[src/shared/ptmr_pkg.sv]
// Constants, field layout and carrier types of the periodic interrupt timer.
// Assumes an 8-bit register port with byte addresses as listed here.
package ptmr_pkg;

    ////////////////////////////////////////////////////////////////////////////
    // Widths.
    localparam int ADDR_W  = 8;
    localparam int DATA_W  = 8;
    localparam int CNT_W   = 16;
    localparam int SEL_W   = 3;
    localparam int PRESC_W = 6;

    ////////////////////////////////////////////////////////////////////////////
    // Register addresses.
    localparam logic [ADDR_W-1:0] OFS_STATUS = 8'h4b;
    localparam logic [ADDR_W-1:0] OFS_CNT_HI = 8'h4c;
    localparam logic [ADDR_W-1:0] OFS_CNT_LO = 8'h4d;
    localparam logic [ADDR_W-1:0] OFS_MOD_HI = 8'h4e;
    localparam logic [ADDR_W-1:0] OFS_MOD_LO = 8'h4f;

    ////////////////////////////////////////////////////////////////////////////
    // Status/control field positions.
    localparam int BIT_FLAG = 7;
    localparam int BIT_IE   = 6;
    localparam int BIT_HALT = 5;
    localparam int BIT_CLR  = 4;
    localparam int SEL_LSB  = 0;

    ////////////////////////////////////////////////////////////////////////////
    // Reset values.
    localparam logic             RST_FLAG = 1'b0;
    localparam logic             RST_IE   = 1'b0;
    localparam logic             RST_HALT = 1'b1;
    localparam logic [SEL_W-1:0] RST_SEL  = 3'h0;
    localparam logic [CNT_W-1:0] RST_CNT  = 16'h0000;
    localparam logic [CNT_W-1:0] RST_MOD  = 16'hffff;
    localparam logic [DATA_W-1:0] RD_NONE = 8'h00;

    // Largest prescaler shift; select code 111 folds onto it.
    localparam logic [SEL_W-1:0] SEL_MAX_SHIFT = 3'h6;

    ////////////////////////////////////////////////////////////////////////////
    // Carrier types.
    typedef struct packed {
        logic             flag;
        logic             irq_en;
        logic             halt;
        logic [SEL_W-1:0] sel;
    } ptmr_ctrl_type;

    typedef struct packed {
        logic wait_mode;
        logic stop_mode;
        logic break_active;
        logic break_clear_enable;
    } ptmr_sys_type;

endpackage : ptmr_pkg

[src/ptmr_prescaler.sv]
// Prescaler of the periodic interrupt timer: a one-cycle tick every 2^n clocks.
// Assumes run and clear come from logic on the same clock.
`timescale 1ns/100ps
module ptmr_prescaler #(
    parameter int PRESC_W = ptmr_pkg::PRESC_W
) (
    input  wire logic                       clk,
    input  wire logic                       rst_n,
    input  wire logic                       clear,
    input  wire logic                       run,
    input  wire logic [ptmr_pkg::SEL_W-1:0] sel,
    output logic                            tick
);
    import ptmr_pkg::*;

    if (PRESC_W < 6 || PRESC_W > 7) begin : g_bad_width
        $error("ptmr_prescaler: PRESC_W must be 6 or 7");
    end

    logic [PRESC_W-1:0] div_q;
    logic [PRESC_W-1:0] div_d;
    logic [SEL_W-1:0]   shift;
    logic [PRESC_W-1:0] mask;

    // Code 111 repeats the divide by 64 of code 110.
    assign shift = (sel > SEL_MAX_SHIFT) ? SEL_MAX_SHIFT : sel;  // [RULE1]
    assign mask  = {PRESC_W{1'b1}} >> (SEL_W'(PRESC_W) - shift);  // [RULE1]
    assign tick  = run && !clear && ((div_q & mask) == mask);     // [RULE1]
    assign div_d = clear ? '0 : (run ? div_q + 1'b1 : div_q);     // [RULE9]

    always_ff @(posedge clk or negedge rst_n) begin
        if (!rst_n) begin
            div_q <= '0;
        end else begin
            div_q <= div_d;
        end
    end

endmodule : ptmr_prescaler

[src/ptmr_timer.sv]
// Periodic interrupt timer: 16-bit modulo up-counter with overflow flag.
// Assumes a byte register port on REF_CLK and mode inputs from logic on the same clock.
//
// Behaviour
// [RULE1] Counter ticks at bus clock divided by 1..64; codes 110 and 111 both give 64.
// [RULE2] Overflow flag sets when the counter wraps to zero after matching modulo.
// [RULE3] After reaching modulo the counter restarts from zero on the next tick.
// [RULE4] Interrupt request is flag and enable; enable is zero after reset.
// [RULE5] Flag clears by status read with flag set, then writing zero to it.
// [RULE6] An overflow between that read and write cancels the clearing write.
// [RULE7] Writing one to the flag leaves it unchanged.
// [RULE8] Halt bit freezes the counter; it is set by reset.
// [RULE9] Writing the clear bit zeroes counter and prescaler; it reads zero.
// [RULE10] Halt and clear in one write leave the counter halted at zero.
// [RULE11] High count read latches the low byte until the low byte is read.
// [RULE12] Counter registers are zero after reset and after a clear.
// [RULE13] Writing modulo high suppresses flag and interrupt until modulo low is written.
// [RULE14] Both modulo bytes reset to all ones.
// [RULE15] Wait mode keeps counting, blocks register access, interrupt still raised.
// [RULE16] Stop mode freezes counting and keeps all state.
// [RULE17] Break holds the counter.
// [RULE18] In break, status bits clear only with break clearing enabled.
// [RULE19] A clear armed before break completes after break.
// [RULE20] Software reads the low byte before leaving break if high was read.
// [RULE21] Software clears the counter before writing new modulo values.
// [RULE22] Software leaves halt clear before wait if the interrupt must wake.
// [RULE23] Status layout: flag 7, enable 6, halt 5, clear 4, select 2..0.
`timescale 1ns/100ps
module ptmr_timer #(
    parameter int PRESC_W = ptmr_pkg::PRESC_W
) (
    input  wire logic                        REF_CLK,
    input  wire logic                        RSTN,
    input  wire logic [ptmr_pkg::ADDR_W-1:0] ADDR,
    input  wire logic [ptmr_pkg::DATA_W-1:0] WDATA,
    input  wire logic                        WR_STB,
    input  wire logic                        RD_STB,
    input  wire ptmr_pkg::ptmr_sys_type      SYS,
    output logic      [ptmr_pkg::DATA_W-1:0] RDATA,
    output logic                             IRQ_REQ
);
    import ptmr_pkg::*;

    if (CNT_W != 2 * DATA_W) begin : g_bad_cnt
        $error("ptmr_timer: counter must be two bytes wide");
    end

    ////////////////////////////////////////////////////////////////////////////
    // Address decode.

    function automatic logic ptmr_hit(
        input logic [ADDR_W-1:0] addr,
        input logic [ADDR_W-1:0] ofs
    );
        ptmr_hit = (addr == ofs);
    endfunction : ptmr_hit

    logic access_ok;
    logic wr;
    logic rd;
    logic wr_status;
    logic rd_status;
    logic rd_cnt_hi;
    logic rd_cnt_lo;
    logic wr_mod_hi;
    logic wr_mod_lo;
    logic protect;

    // The core cannot reach the registers while it sleeps in wait mode.
    assign access_ok = !SYS.wait_mode;                          // [RULE15]
    assign wr        = WR_STB && access_ok;
    assign rd        = RD_STB && access_ok;
    assign wr_status = wr && ptmr_hit(ADDR, OFS_STATUS);
    assign rd_status = rd && ptmr_hit(ADDR, OFS_STATUS);
    assign rd_cnt_hi = rd && ptmr_hit(ADDR, OFS_CNT_HI);
    assign rd_cnt_lo = rd && ptmr_hit(ADDR, OFS_CNT_LO);
    assign wr_mod_hi = wr && ptmr_hit(ADDR, OFS_MOD_HI);
    assign wr_mod_lo = wr && ptmr_hit(ADDR, OFS_MOD_LO);

    // The flag and its arming are frozen in break unless break clearing is enabled.
    assign protect = SYS.break_active && !SYS.break_clear_enable;  // [RULE18]

    ////////////////////////////////////////////////////////////////////////////
    // State.

    ptmr_ctrl_type     ctrl_q;
    ptmr_ctrl_type     ctrl_d;
    logic              arm_q;
    logic              arm_d;
    logic [CNT_W-1:0]  cnt_q;
    logic [CNT_W-1:0]  cnt_d;
    logic [CNT_W-1:0]  mod_q;
    logic [CNT_W-1:0]  mod_d;
    logic              inhibit_q;
    logic              inhibit_d;
    logic [DATA_W-1:0] lo_buf_q;
    logic [DATA_W-1:0] lo_buf_d;
    logic              latched_q;
    logic              latched_d;
    logic [DATA_W-1:0] rdata_q;
    logic [DATA_W-1:0] rdata_d;
    logic              irq_q;
    logic              irq_d;

    ////////////////////////////////////////////////////////////////////////////
    // Prescaler and counter.

    logic clear_req;
    logic run;
    logic tick;
    logic at_mod;
    logic ovf_evt;
    logic flag_set;

    // The clear bit is a pulse only; it never lands in a flip-flop of its own.
    assign clear_req = wr_status && WDATA[BIT_CLR];              // [RULE9]

    // Wait mode is deliberately absent here: the timer keeps running then.
    assign run = !ctrl_q.halt                                    // [RULE8]
              && !SYS.stop_mode                                  // [RULE16]
              && !SYS.break_active;                              // [RULE17]

    ptmr_prescaler #(
        .PRESC_W (PRESC_W)
    ) u_prescaler (
        .clk   (REF_CLK),
        .rst_n (RSTN),
        .clear (clear_req),
        .run   (run),
        .sel   (ctrl_q.sel),
        .tick  (tick)
    );

    assign at_mod = (cnt_q == mod_q);

    // A clear outranks a tick, so halt plus clear rests at zero.
    assign cnt_d = clear_req ? RST_CNT                           // [RULE10]
                 : (tick ? (at_mod ? RST_CNT                     // [RULE3]
                                   : cnt_q + 1'b1)
                         : cnt_q);

    assign ovf_evt  = tick && at_mod && !clear_req;              // [RULE2]
    assign flag_set = ovf_evt && !inhibit_q;                     // [RULE13]

    ////////////////////////////////////////////////////////////////////////////
    // Overflow flag and its two-step clear.

    logic flag_clr;
    logic arm_take;

    // Writing one does nothing; writing zero clears only when armed.
    assign flag_clr = wr_status && !WDATA[BIT_FLAG]              // [RULE7]
                   && arm_q && !protect;                         // [RULE5]
    // A read in protected break does not arm; an earlier arm survives it.
    assign arm_take = rd_status && ctrl_q.flag && !protect;      // [RULE19]

    // A new overflow wins over a clear in the same cycle and disarms.
    assign arm_d = (flag_set || flag_clr) ? 1'b0                 // [RULE6]
                 : (arm_take ? 1'b1 : arm_q);

    always_comb begin
        ctrl_d      = ctrl_q;
        ctrl_d.flag = flag_set || (ctrl_q.flag && !flag_clr);    // [RULE6]
        if (wr_status) begin
            ctrl_d.irq_en = WDATA[BIT_IE];                       // [RULE23]
            ctrl_d.halt   = WDATA[BIT_HALT];                     // [RULE8]
            ctrl_d.sel    = WDATA[SEL_LSB +: SEL_W];             // [RULE1]
        end
    end

    // An interrupt wakes the core from wait; the halt bit must stay clear for that.
    assign irq_d = ctrl_q.flag && ctrl_q.irq_en && !inhibit_q;   // [RULE4]

    ////////////////////////////////////////////////////////////////////////////
    // Modulo registers.

    // The high byte goes straight in; a half-written value would otherwise
    // raise a bogus overflow, hence the inhibit until the low byte arrives.
    assign mod_d = wr_mod_hi ? {WDATA, mod_q[DATA_W-1:0]}
                 : (wr_mod_lo ? {mod_q[CNT_W-1:DATA_W], WDATA} : mod_q);
    assign inhibit_d = wr_mod_hi ? 1'b1                          // [RULE13]
                     : (wr_mod_lo ? 1'b0 : inhibit_q);

    ////////////////////////////////////////////////////////////////////////////
    // Coherent counter read.

    // Reads keep latching in break; the low byte stays latched until it is read or a clear.
    assign latched_d = clear_req ? 1'b0                          // [RULE12]
                     : (rd_cnt_lo ? 1'b0                         // [RULE11]
                                  : (rd_cnt_hi ? 1'b1 : latched_q));
    assign lo_buf_d  = clear_req ? RST_CNT[DATA_W-1:0]           // [RULE12]
                     : ((rd_cnt_hi && !latched_q) ? cnt_q[DATA_W-1:0]  // [RULE11]
                                                  : lo_buf_q);

    ////////////////////////////////////////////////////////////////////////////
    // Read data.

    logic [DATA_W-1:0] status_val;
    logic [DATA_W-1:0] cnt_lo_val;
    logic [DATA_W-1:0] rd_val;

    // Bits 4 and 3 read zero; the clear bit is write-only.
    assign status_val = {ctrl_q.flag, ctrl_q.irq_en, ctrl_q.halt,  // [RULE23]
                         1'b0, 1'b0, ctrl_q.sel};                  // [RULE9]
    assign cnt_lo_val = latched_q ? lo_buf_q : cnt_q[DATA_W-1:0];  // [RULE11]

    assign rd_val = ptmr_hit(ADDR, OFS_STATUS) ? status_val
                  : ptmr_hit(ADDR, OFS_CNT_HI) ? cnt_q[CNT_W-1:DATA_W]
                  : ptmr_hit(ADDR, OFS_CNT_LO) ? cnt_lo_val
                  : ptmr_hit(ADDR, OFS_MOD_HI) ? mod_q[CNT_W-1:DATA_W]
                  : ptmr_hit(ADDR, OFS_MOD_LO) ? mod_q[DATA_W-1:0]
                  : RD_NONE;

    // Data stand only in the cycle after the read strobe.
    assign rdata_d = rd ? rd_val : RD_NONE;

    ////////////////////////////////////////////////////////////////////////////
    // Flip-flops.

    always_ff @(posedge REF_CLK or negedge RSTN) begin
        if (!RSTN) begin
            ctrl_q <= '{flag: RST_FLAG, irq_en: RST_IE,          // [RULE4]
                        halt: RST_HALT, sel: RST_SEL};           // [RULE8]
            arm_q  <= 1'b0;
        end else begin
            ctrl_q <= ctrl_d;
            arm_q  <= arm_d;
        end
    end

    always_ff @(posedge REF_CLK or negedge RSTN) begin
        if (!RSTN) begin
            cnt_q     <= RST_CNT;                                // [RULE12]
            lo_buf_q  <= RST_CNT[DATA_W-1:0];
            latched_q <= 1'b0;
        end else begin
            cnt_q     <= cnt_d;
            lo_buf_q  <= lo_buf_d;
            latched_q <= latched_d;
        end
    end

    always_ff @(posedge REF_CLK or negedge RSTN) begin
        if (!RSTN) begin
            mod_q     <= RST_MOD;                                // [RULE14]
            inhibit_q <= 1'b0;
        end else begin
            mod_q     <= mod_d;
            inhibit_q <= inhibit_d;
        end
    end

    always_ff @(posedge REF_CLK or negedge RSTN) begin
        if (!RSTN) begin
            rdata_q <= RD_NONE;
            irq_q   <= 1'b0;
        end else begin
            rdata_q <= rdata_d;
            irq_q   <= irq_d;
        end
    end

    assign RDATA   = rdata_q;
    assign IRQ_REQ = irq_q;

endmodule : ptmr_timer

[config.mk]
export PLATFORM = sky130hd
export DESIGN_NAME = ptmr_timer
export DESIGN_NICKNAME = d
export VERILOG_FILES = /design/src/shared/ptmr_pkg.sv /design/src/ptmr_prescaler.sv /design/src/ptmr_timer.sv
export SDC_FILE = /design/constraint.sdc
export NUM_CORES = 1
export LEC_CHECK = 0
export ABC_AREA = 1
export BUFFER_PORTS_ARGS = -buffer_cell sky130_fd_sc_hd__buf_2
export CORE_ASPECT_RATIO = 0.6
export CORE_MARGIN = 2
export CORE_UTILIZATION = 45
export DETAILED_ROUTE_END_ITERATION = 12
export SLEW_MARGIN = 20
export SYNTH_ARGS = -nofsm -noshare
export SYNTH_HDL_FRONTEND = slang
export SYNTH_SLANG_ARGS = --single-unit
export TNS_END_PERCENT = 5
[constraint.sdc]
create_clock -name REF_CLK -period 2.1 [get_ports REF_CLK]
set_input_delay 0.42 -clock REF_CLK [delete_from_list [all_inputs] [get_ports REF_CLK]]
set_output_delay 0.42 -clock REF_CLK [all_outputs]
set_load 0.01 [all_outputs]
# Yosys cells after proc, flatten, opt, wreduce, memory -nomap -nowiden
# Cells that the tools add are included.
[op_classes]
addsub = 3
multipliers = 0
div = 0
order_cmp = 1
n_eq_ne = 7
n_shift = 1
mux = 24
bitwise_logic = 2
n_reduce_logical = 46
[op_table]
columns = ["op", "n"]
rows = [
  ["$mux W8", 10],
  ["$mux W16", 4],
  ["$eq A8 B7 Y1 const B", 5],
  ["$logic_and A1 B1 Y1", 26],
  ["$add A16 B1 Y16 const B", 1],
  ["$eq A16 B16 Y1", 1],
  ["$mux W6", 2],
  ["$logic_not A1 Y1", 11],
  ["$reduce_bool A2 Y1", 5],
  ["$mux W1", 7],
  ["$add A6 B1 Y6 const B", 1],
  ["$and A6 B6 Y6", 1],
  ["$eq A6 B6 Y1", 1],
  ["$shr A6 B3 Y6 const A", 1],
  ["$gt A3 B3 Y1 const B", 1],
  ["$mux W3", 1],
  ["$reduce_bool A3 Y1", 1],
  ["$sub A3 B3 Y3 const A", 1],
  ["$logic_or A1 B1 Y1", 2],
  ["$reduce_and A2 Y1", 1],
  ["$not A1 Y1", 1],
]
[word_totals]
reg_bits = 64
latchBits = 0
mem_bits_rw = 0
romBits = 0
out_inout_bits = 9
word_cells = 98
mem_count = 0

# Depth between registers and ports, before layout
[depth]
word_depth = 12
ltp_mapped = 14
ltp_nobuf = 13

# Hierarchy
# From an unflattened synthesis, not the netlist that was laid out.
[unflattened]
hier_cells = 526
area_unflattened_um2 = 3821.2
[by_module_without_submodules]
columns = ["module", "n_inst", "cells_per_inst", "area_per_inst_um2", "seq_area_each_um2"]
rows = [
  ["ptmr_timer", 1, 471, 3420.8, 1472.7],
  ["ptmr_prescaler", 1, 55, 400.4, 150.1],
]

# Worst setup path before layout
# Ideal clock, no wire load.
[synth_timing]
path_type = "register to register"
start = "reg ctrl_q[1] in the netlist's numbering"
end = "reg arm_q"
arrival_ns = 1.807
path_slack_ns = 0.177
stages_incl_launch_ff = 15
path_buffers = 1
period_less_slack_ns = 1.923
path_cell_list = "dfrtp_1 -> nand2_1 -> and2_1 -> ha_1 -> inv_1 -> ha_1 -> inv_1 -> nand2_1 -> nand2_1 -> inv_1 -> nand3_2 -> nand3b_4 -> buf_4 -> nor2_1 -> nor2_1"
[synth_via]
elab_chain_len = 12
elab_cells_between_ends = 13
classes_between = "add/sub (1); order compare (1); eq/ne (1); shift (1); mux (2); bitwise (1); reduce/logical (6)"
[synth_rtl]
columns = ["element", "line_no", "text"]
rows = [
  ["start: declaration", "ptmr_timer.sv:86", "ptmr_ctrl_type ctrl_q;"],
  ["start signal: assignment", "ptmr_timer.sv:222", "ctrl_q <= '{flag: RST_FLAG, irq_en: RST_IE,"],
  ["start signal: assignment", "ptmr_timer.sv:226", "ctrl_q <= ctrl_d;"],
  ["$gt A3 B3 Y1", "ptmr_prescaler.sv:26", "assign shift = (sel > SEL_MAX_SHIFT) ? SEL_MAX_SHIFT : sel;"],
  ["$mux W3 *", "ptmr_prescaler.sv:26", ""],
  ["$sub A3 B3 Y3 *", "ptmr_prescaler.sv:27", "assign mask = {PRESC_W{1'b1}} >> (SEL_W'(PRESC_W) - shift);"],
  ["$shr A6 B3 Y6 *", "ptmr_prescaler.sv:27", ""],
  ["$and A6 B6 Y6", "ptmr_prescaler.sv:28", "assign tick = run && !clear && ((div_q & mask) == mask);"],
  ["$eq A6 B6 Y1 *", "ptmr_prescaler.sv:28", ""],
  ["$logic_and A1 B1 Y1 *", "ptmr_prescaler.sv:28", ""],
  ["$logic_and A1 B1 Y1 * (2 in a row)", "ptmr_timer.sv:142", "assign ovf_evt = tick && at_mod && !clear_req;"],
  ["$logic_and A1 B1 Y1 *", "ptmr_timer.sv:143", "assign flag_set = ovf_evt && !inhibit_q;"],
  ["$logic_or A1 B1 Y1 *", "ptmr_timer.sv:158", "assign arm_d = (flag_set || flag_clr) ? 1'b0"],
  ["$mux W1 or $reduce_bool A2 Y1 (tied branches)", "n/a", ""],
  ["end signal: assignment", "ptmr_timer.sv:227", "arm_q <= arm_d;"],
  ["end: declaration", "ptmr_timer.sv:88", "logic arm_q;"],
]
# Every way passes the cells marked *; elsewhere a longest branch is shown, timed or not.
# A chain may end at the register's enable or synchronous reset.

# Worst setup path in the final report
[layout_timing]
start = "reg ctrl_q[2] in the netlist's numbering"
end = "reg cnt_q[3]"
[layout_via]
elab_chain_len = 8
[layout_rtl]
columns = ["element", "line_no", "text"]
rows = [
  ["$gt A3 B3 Y1", "ptmr_prescaler.sv:26", ""],
  ["$mux W3 *", "ptmr_prescaler.sv:26", ""],
  ["$sub A3 B3 Y3 *", "ptmr_prescaler.sv:27", ""],
  ["$shr A6 B3 Y6 *", "ptmr_prescaler.sv:27", ""],
  ["$and A6 B6 Y6", "ptmr_prescaler.sv:28", ""],
  ["$eq A6 B6 Y1 *", "ptmr_prescaler.sv:28", ""],
  ["$logic_and A1 B1 Y1 *", "ptmr_prescaler.sv:28", ""],
  ["$reduce_bool A2 Y1 (no line) *", "n/a", ""],
  ["end signal: assignment", "ptmr_timer.sv:237", "cnt_q <= cnt_d;"],
  ["end: declaration", "ptmr_timer.sv:90", "logic [CNT_W-1:0] cnt_q;"],
]
# Marks and branches as above.

==> qor.csv <==
metric,value,unit
synth_top_area_cell,dfrtp_1,
rows,26,
wirelength,10.9,mm
insertion_delay,0.34,ns
powerDensity,795,nW/µm²
wl_per_cell,16.3,µm
seqCellArea,1620,µm²
avgSynthCellArea,7.49,µm²
nFillCells,801,
critPathLaunch,ctrl_q[2]$_DFFE_PN0P_,
outcome,finished clean,
synth_area_leaders,"dfrtp_1 (31%), nand2_1 (13%), dfstp_2 (12%)",
h-tree-depth,3,
cts_root_buf,clkbuf_16,
drive_gt1_frac,0.203,
min-delay-path-class,in -> async,
rrSetupSlack,0.15,ns
track_usage,0.254,
ys_seq_area_frac,0.423,
place.gp.congestion,0.955,
finalCritPeriodShare,0.927,
die_w,123,µm
synthMostInstantiatedCell,nand2_1,
dieArea,9310,µm²
grtUsageMet2,0.349,
synth_edf_count,0,
grt_max_degree,65,
io_buffer_count,32,
timing.fmax,514,MHz
netlist_instances,513,
cts_tree,yes,
die_h,75.6,µm
globalRouteMet1Util,0.389,
ctsHoldBuffers,0,
finalSetupViolations,0,
antenna_found_initial,0,
crit_required,2.32,ns
maxSlewHeadroom,0.679,
critPathCaptureType,flip-flop,
core,8390,µm²
synth_cell_types,39,
drc,0,
arrival,2.16,ns
dr.pass1.iters,4,
rsz0062_at_grt,true,
multi_input_area,1860,µm²
syn_area,3840,µm²
r2r-start,ctrl_q[2]$_DFFE_PN0P_,
cts.repair.resized,0,
antennaDiodeCount,0,
grt_use_met3,0.0576,
crit_path_start_kind,flip-flop,
synth_common_cells,"nand2_1 (132), inv_1 (70), o21ai_0 (56)",
finalPower,3.54,mW
synth_top_area_share,0.306,
async_flop_share,1.00,
clkTransAtPathRegs,0.05,ns
hold_viol_final,0,
critPathMaxFanout,8,
grt_pass1_wl,17.1,mm
cts-buffers-inserted,9,
ys_ff_latch,64,
cap_violations,0,
antenna_left,0,
clock_skew,0.00733,ns
pin_count,33,
vdd_drop_max,0.364,mV
drtIter0Drc,307,
grt_pass1_vias,3218,
syn_to_final_growth,15.8,%
synth_fp_nets,541,
start_util,0.458,
clock_path_buffers,2,
hpwl,8.21,mm
period_needed,1.95,ns
busiest_layer,met1,
timing.hold.ws,0.0933,ns
yosysWarnings,0,
vias,3462,
via_per_inst,5.17,
clock_sinks,64,
overflow,0,
leakagePower,2.13,nW
synth_ff_type,dfrtp_1,
crit_type,reg -> reg,
worst_pin_slew,0.482,ns
cts_setup_buffers,0,
drv_slew,0,
fin_nets,581,
==> state kept, by name, summed over array words and instances, names as in the netlist, 6 cells and up <==
| register | cells |
|---|---|
| cnt_q | 16 |
| mod_q | 16 |
| RDATA | 8 |
| lo_buf_q | 8 |
| ctrl_q | 6 |
| u_prescaler.div_q | 6 |
==> metrics by stage <==
| step | area, µm² | worst slack, ns | instances | util | TNS [ns] |
|---|---|---|---|---|---|
| after global placement | 4130 | 0.152 | 653 | 0.492 | 0 |
| after detailed placement | 4130 | 0.0728 | 653 | 0.492 | 0 |
| after CTS | 4420 | 0.0678 | 669 | 0.526 | 0 |
| after floorplan | 3840 | 0.177 | 513 | - | 0 |
| final | 4450 | 0.153 | 670 | 0.530 | 0 |
| after global routing | 4450 | -0.0203 | 670 | 0.530 | -0.106 |
==> worst max-delay path: stages, from the launching register on <==
cell	delay (ns)
dfrtp_1	0.38
nand2_1	0.08
and2_1	0.12
ha_1	0.13
inv_1	0.04
ha_1	0.28
inv_1	0.04
nand2_1	0.05
nand2_1	0.04
inv_1	0.08
nand3_4	0.12
nand3b_4	0.26
nand3_1	0.13
o21ai_2	0.06
==> final timing paths <==
kind                                                          to  cells past startpoint
worst min-delay path            u_prescaler.div_q[2]$_DFFE_PN0P_                      2
worst min register to register                 IRQ_REQ$_DFF_PN0_                      1
worst max-delay path                        cnt_q[3]$_DFFE_PN0P_                     13
max in group asynchronous                   mod_q[4]$_DFFE_PN1P_                      2
worst max register to register              cnt_q[3]$_DFFE_PN0P_                     13
min in group REF_CLK                        mod_q[6]$_DFFE_PN1P_                      3
==> cells in the final DEF (no fill, tap or decap), types with 4 or more instances in the layout <==
master and instances:
a21oi_1 16, o21ai_2 4, buf_4 12, clkbuf_16 9, nor2_1 43, o22ai_1 8, o21ai_1 12, nand3_1 33
nand2_2 6, inv_1 70, nor2_2 7, dfrtp_1 47, nand4_1 8, nand2_1 132, xor2_1 9, dfstp_2 17
buf_2 32, o21ai_0 55, ha_1 4
==> metal layers <==
layer  vias up  wire (µm)
li1       1728          -
met1      1632       5840
met2        91       4230
met3        11        721
met4         0        123
met5         -          0
==> cells by family (layout without fill, tap and decap cells) <==
kind of cell / after synthesis / in the layout / share of synthesized area
buffers and inverters: 89 / 133 / 0.102
AND/OR/NAND/NOR: 247 / 248 / 0.299
adder cells (fa/ha/maj): 4 / 4 / 0.0130
flip-flops: 64 / 64 / 0.423
XOR/XNOR: 10 / 10 / 0.0228
AO/OA/AOI/OAI: 99 / 99 / 0.141
==> report_power, final <==
part,switching [mW],total (mW),internal [mW]
clock network,0.523,1.41,0.888
registers,0.157,1.51,1.36
logic,0.384,0.611,0.227
total,1.06,3.54,2.47
==> cell type report <==
cell class	count	area share
clock buffers	13	0.0608
clock inverters	3	0.00338
inverters	72	0.0608
multi-input cells	361	0.418
flip-flops and latches	64	0.365
well taps	112	0.0315
repair buffers	45	0.0608
Power figures use the tool's default switching activity.
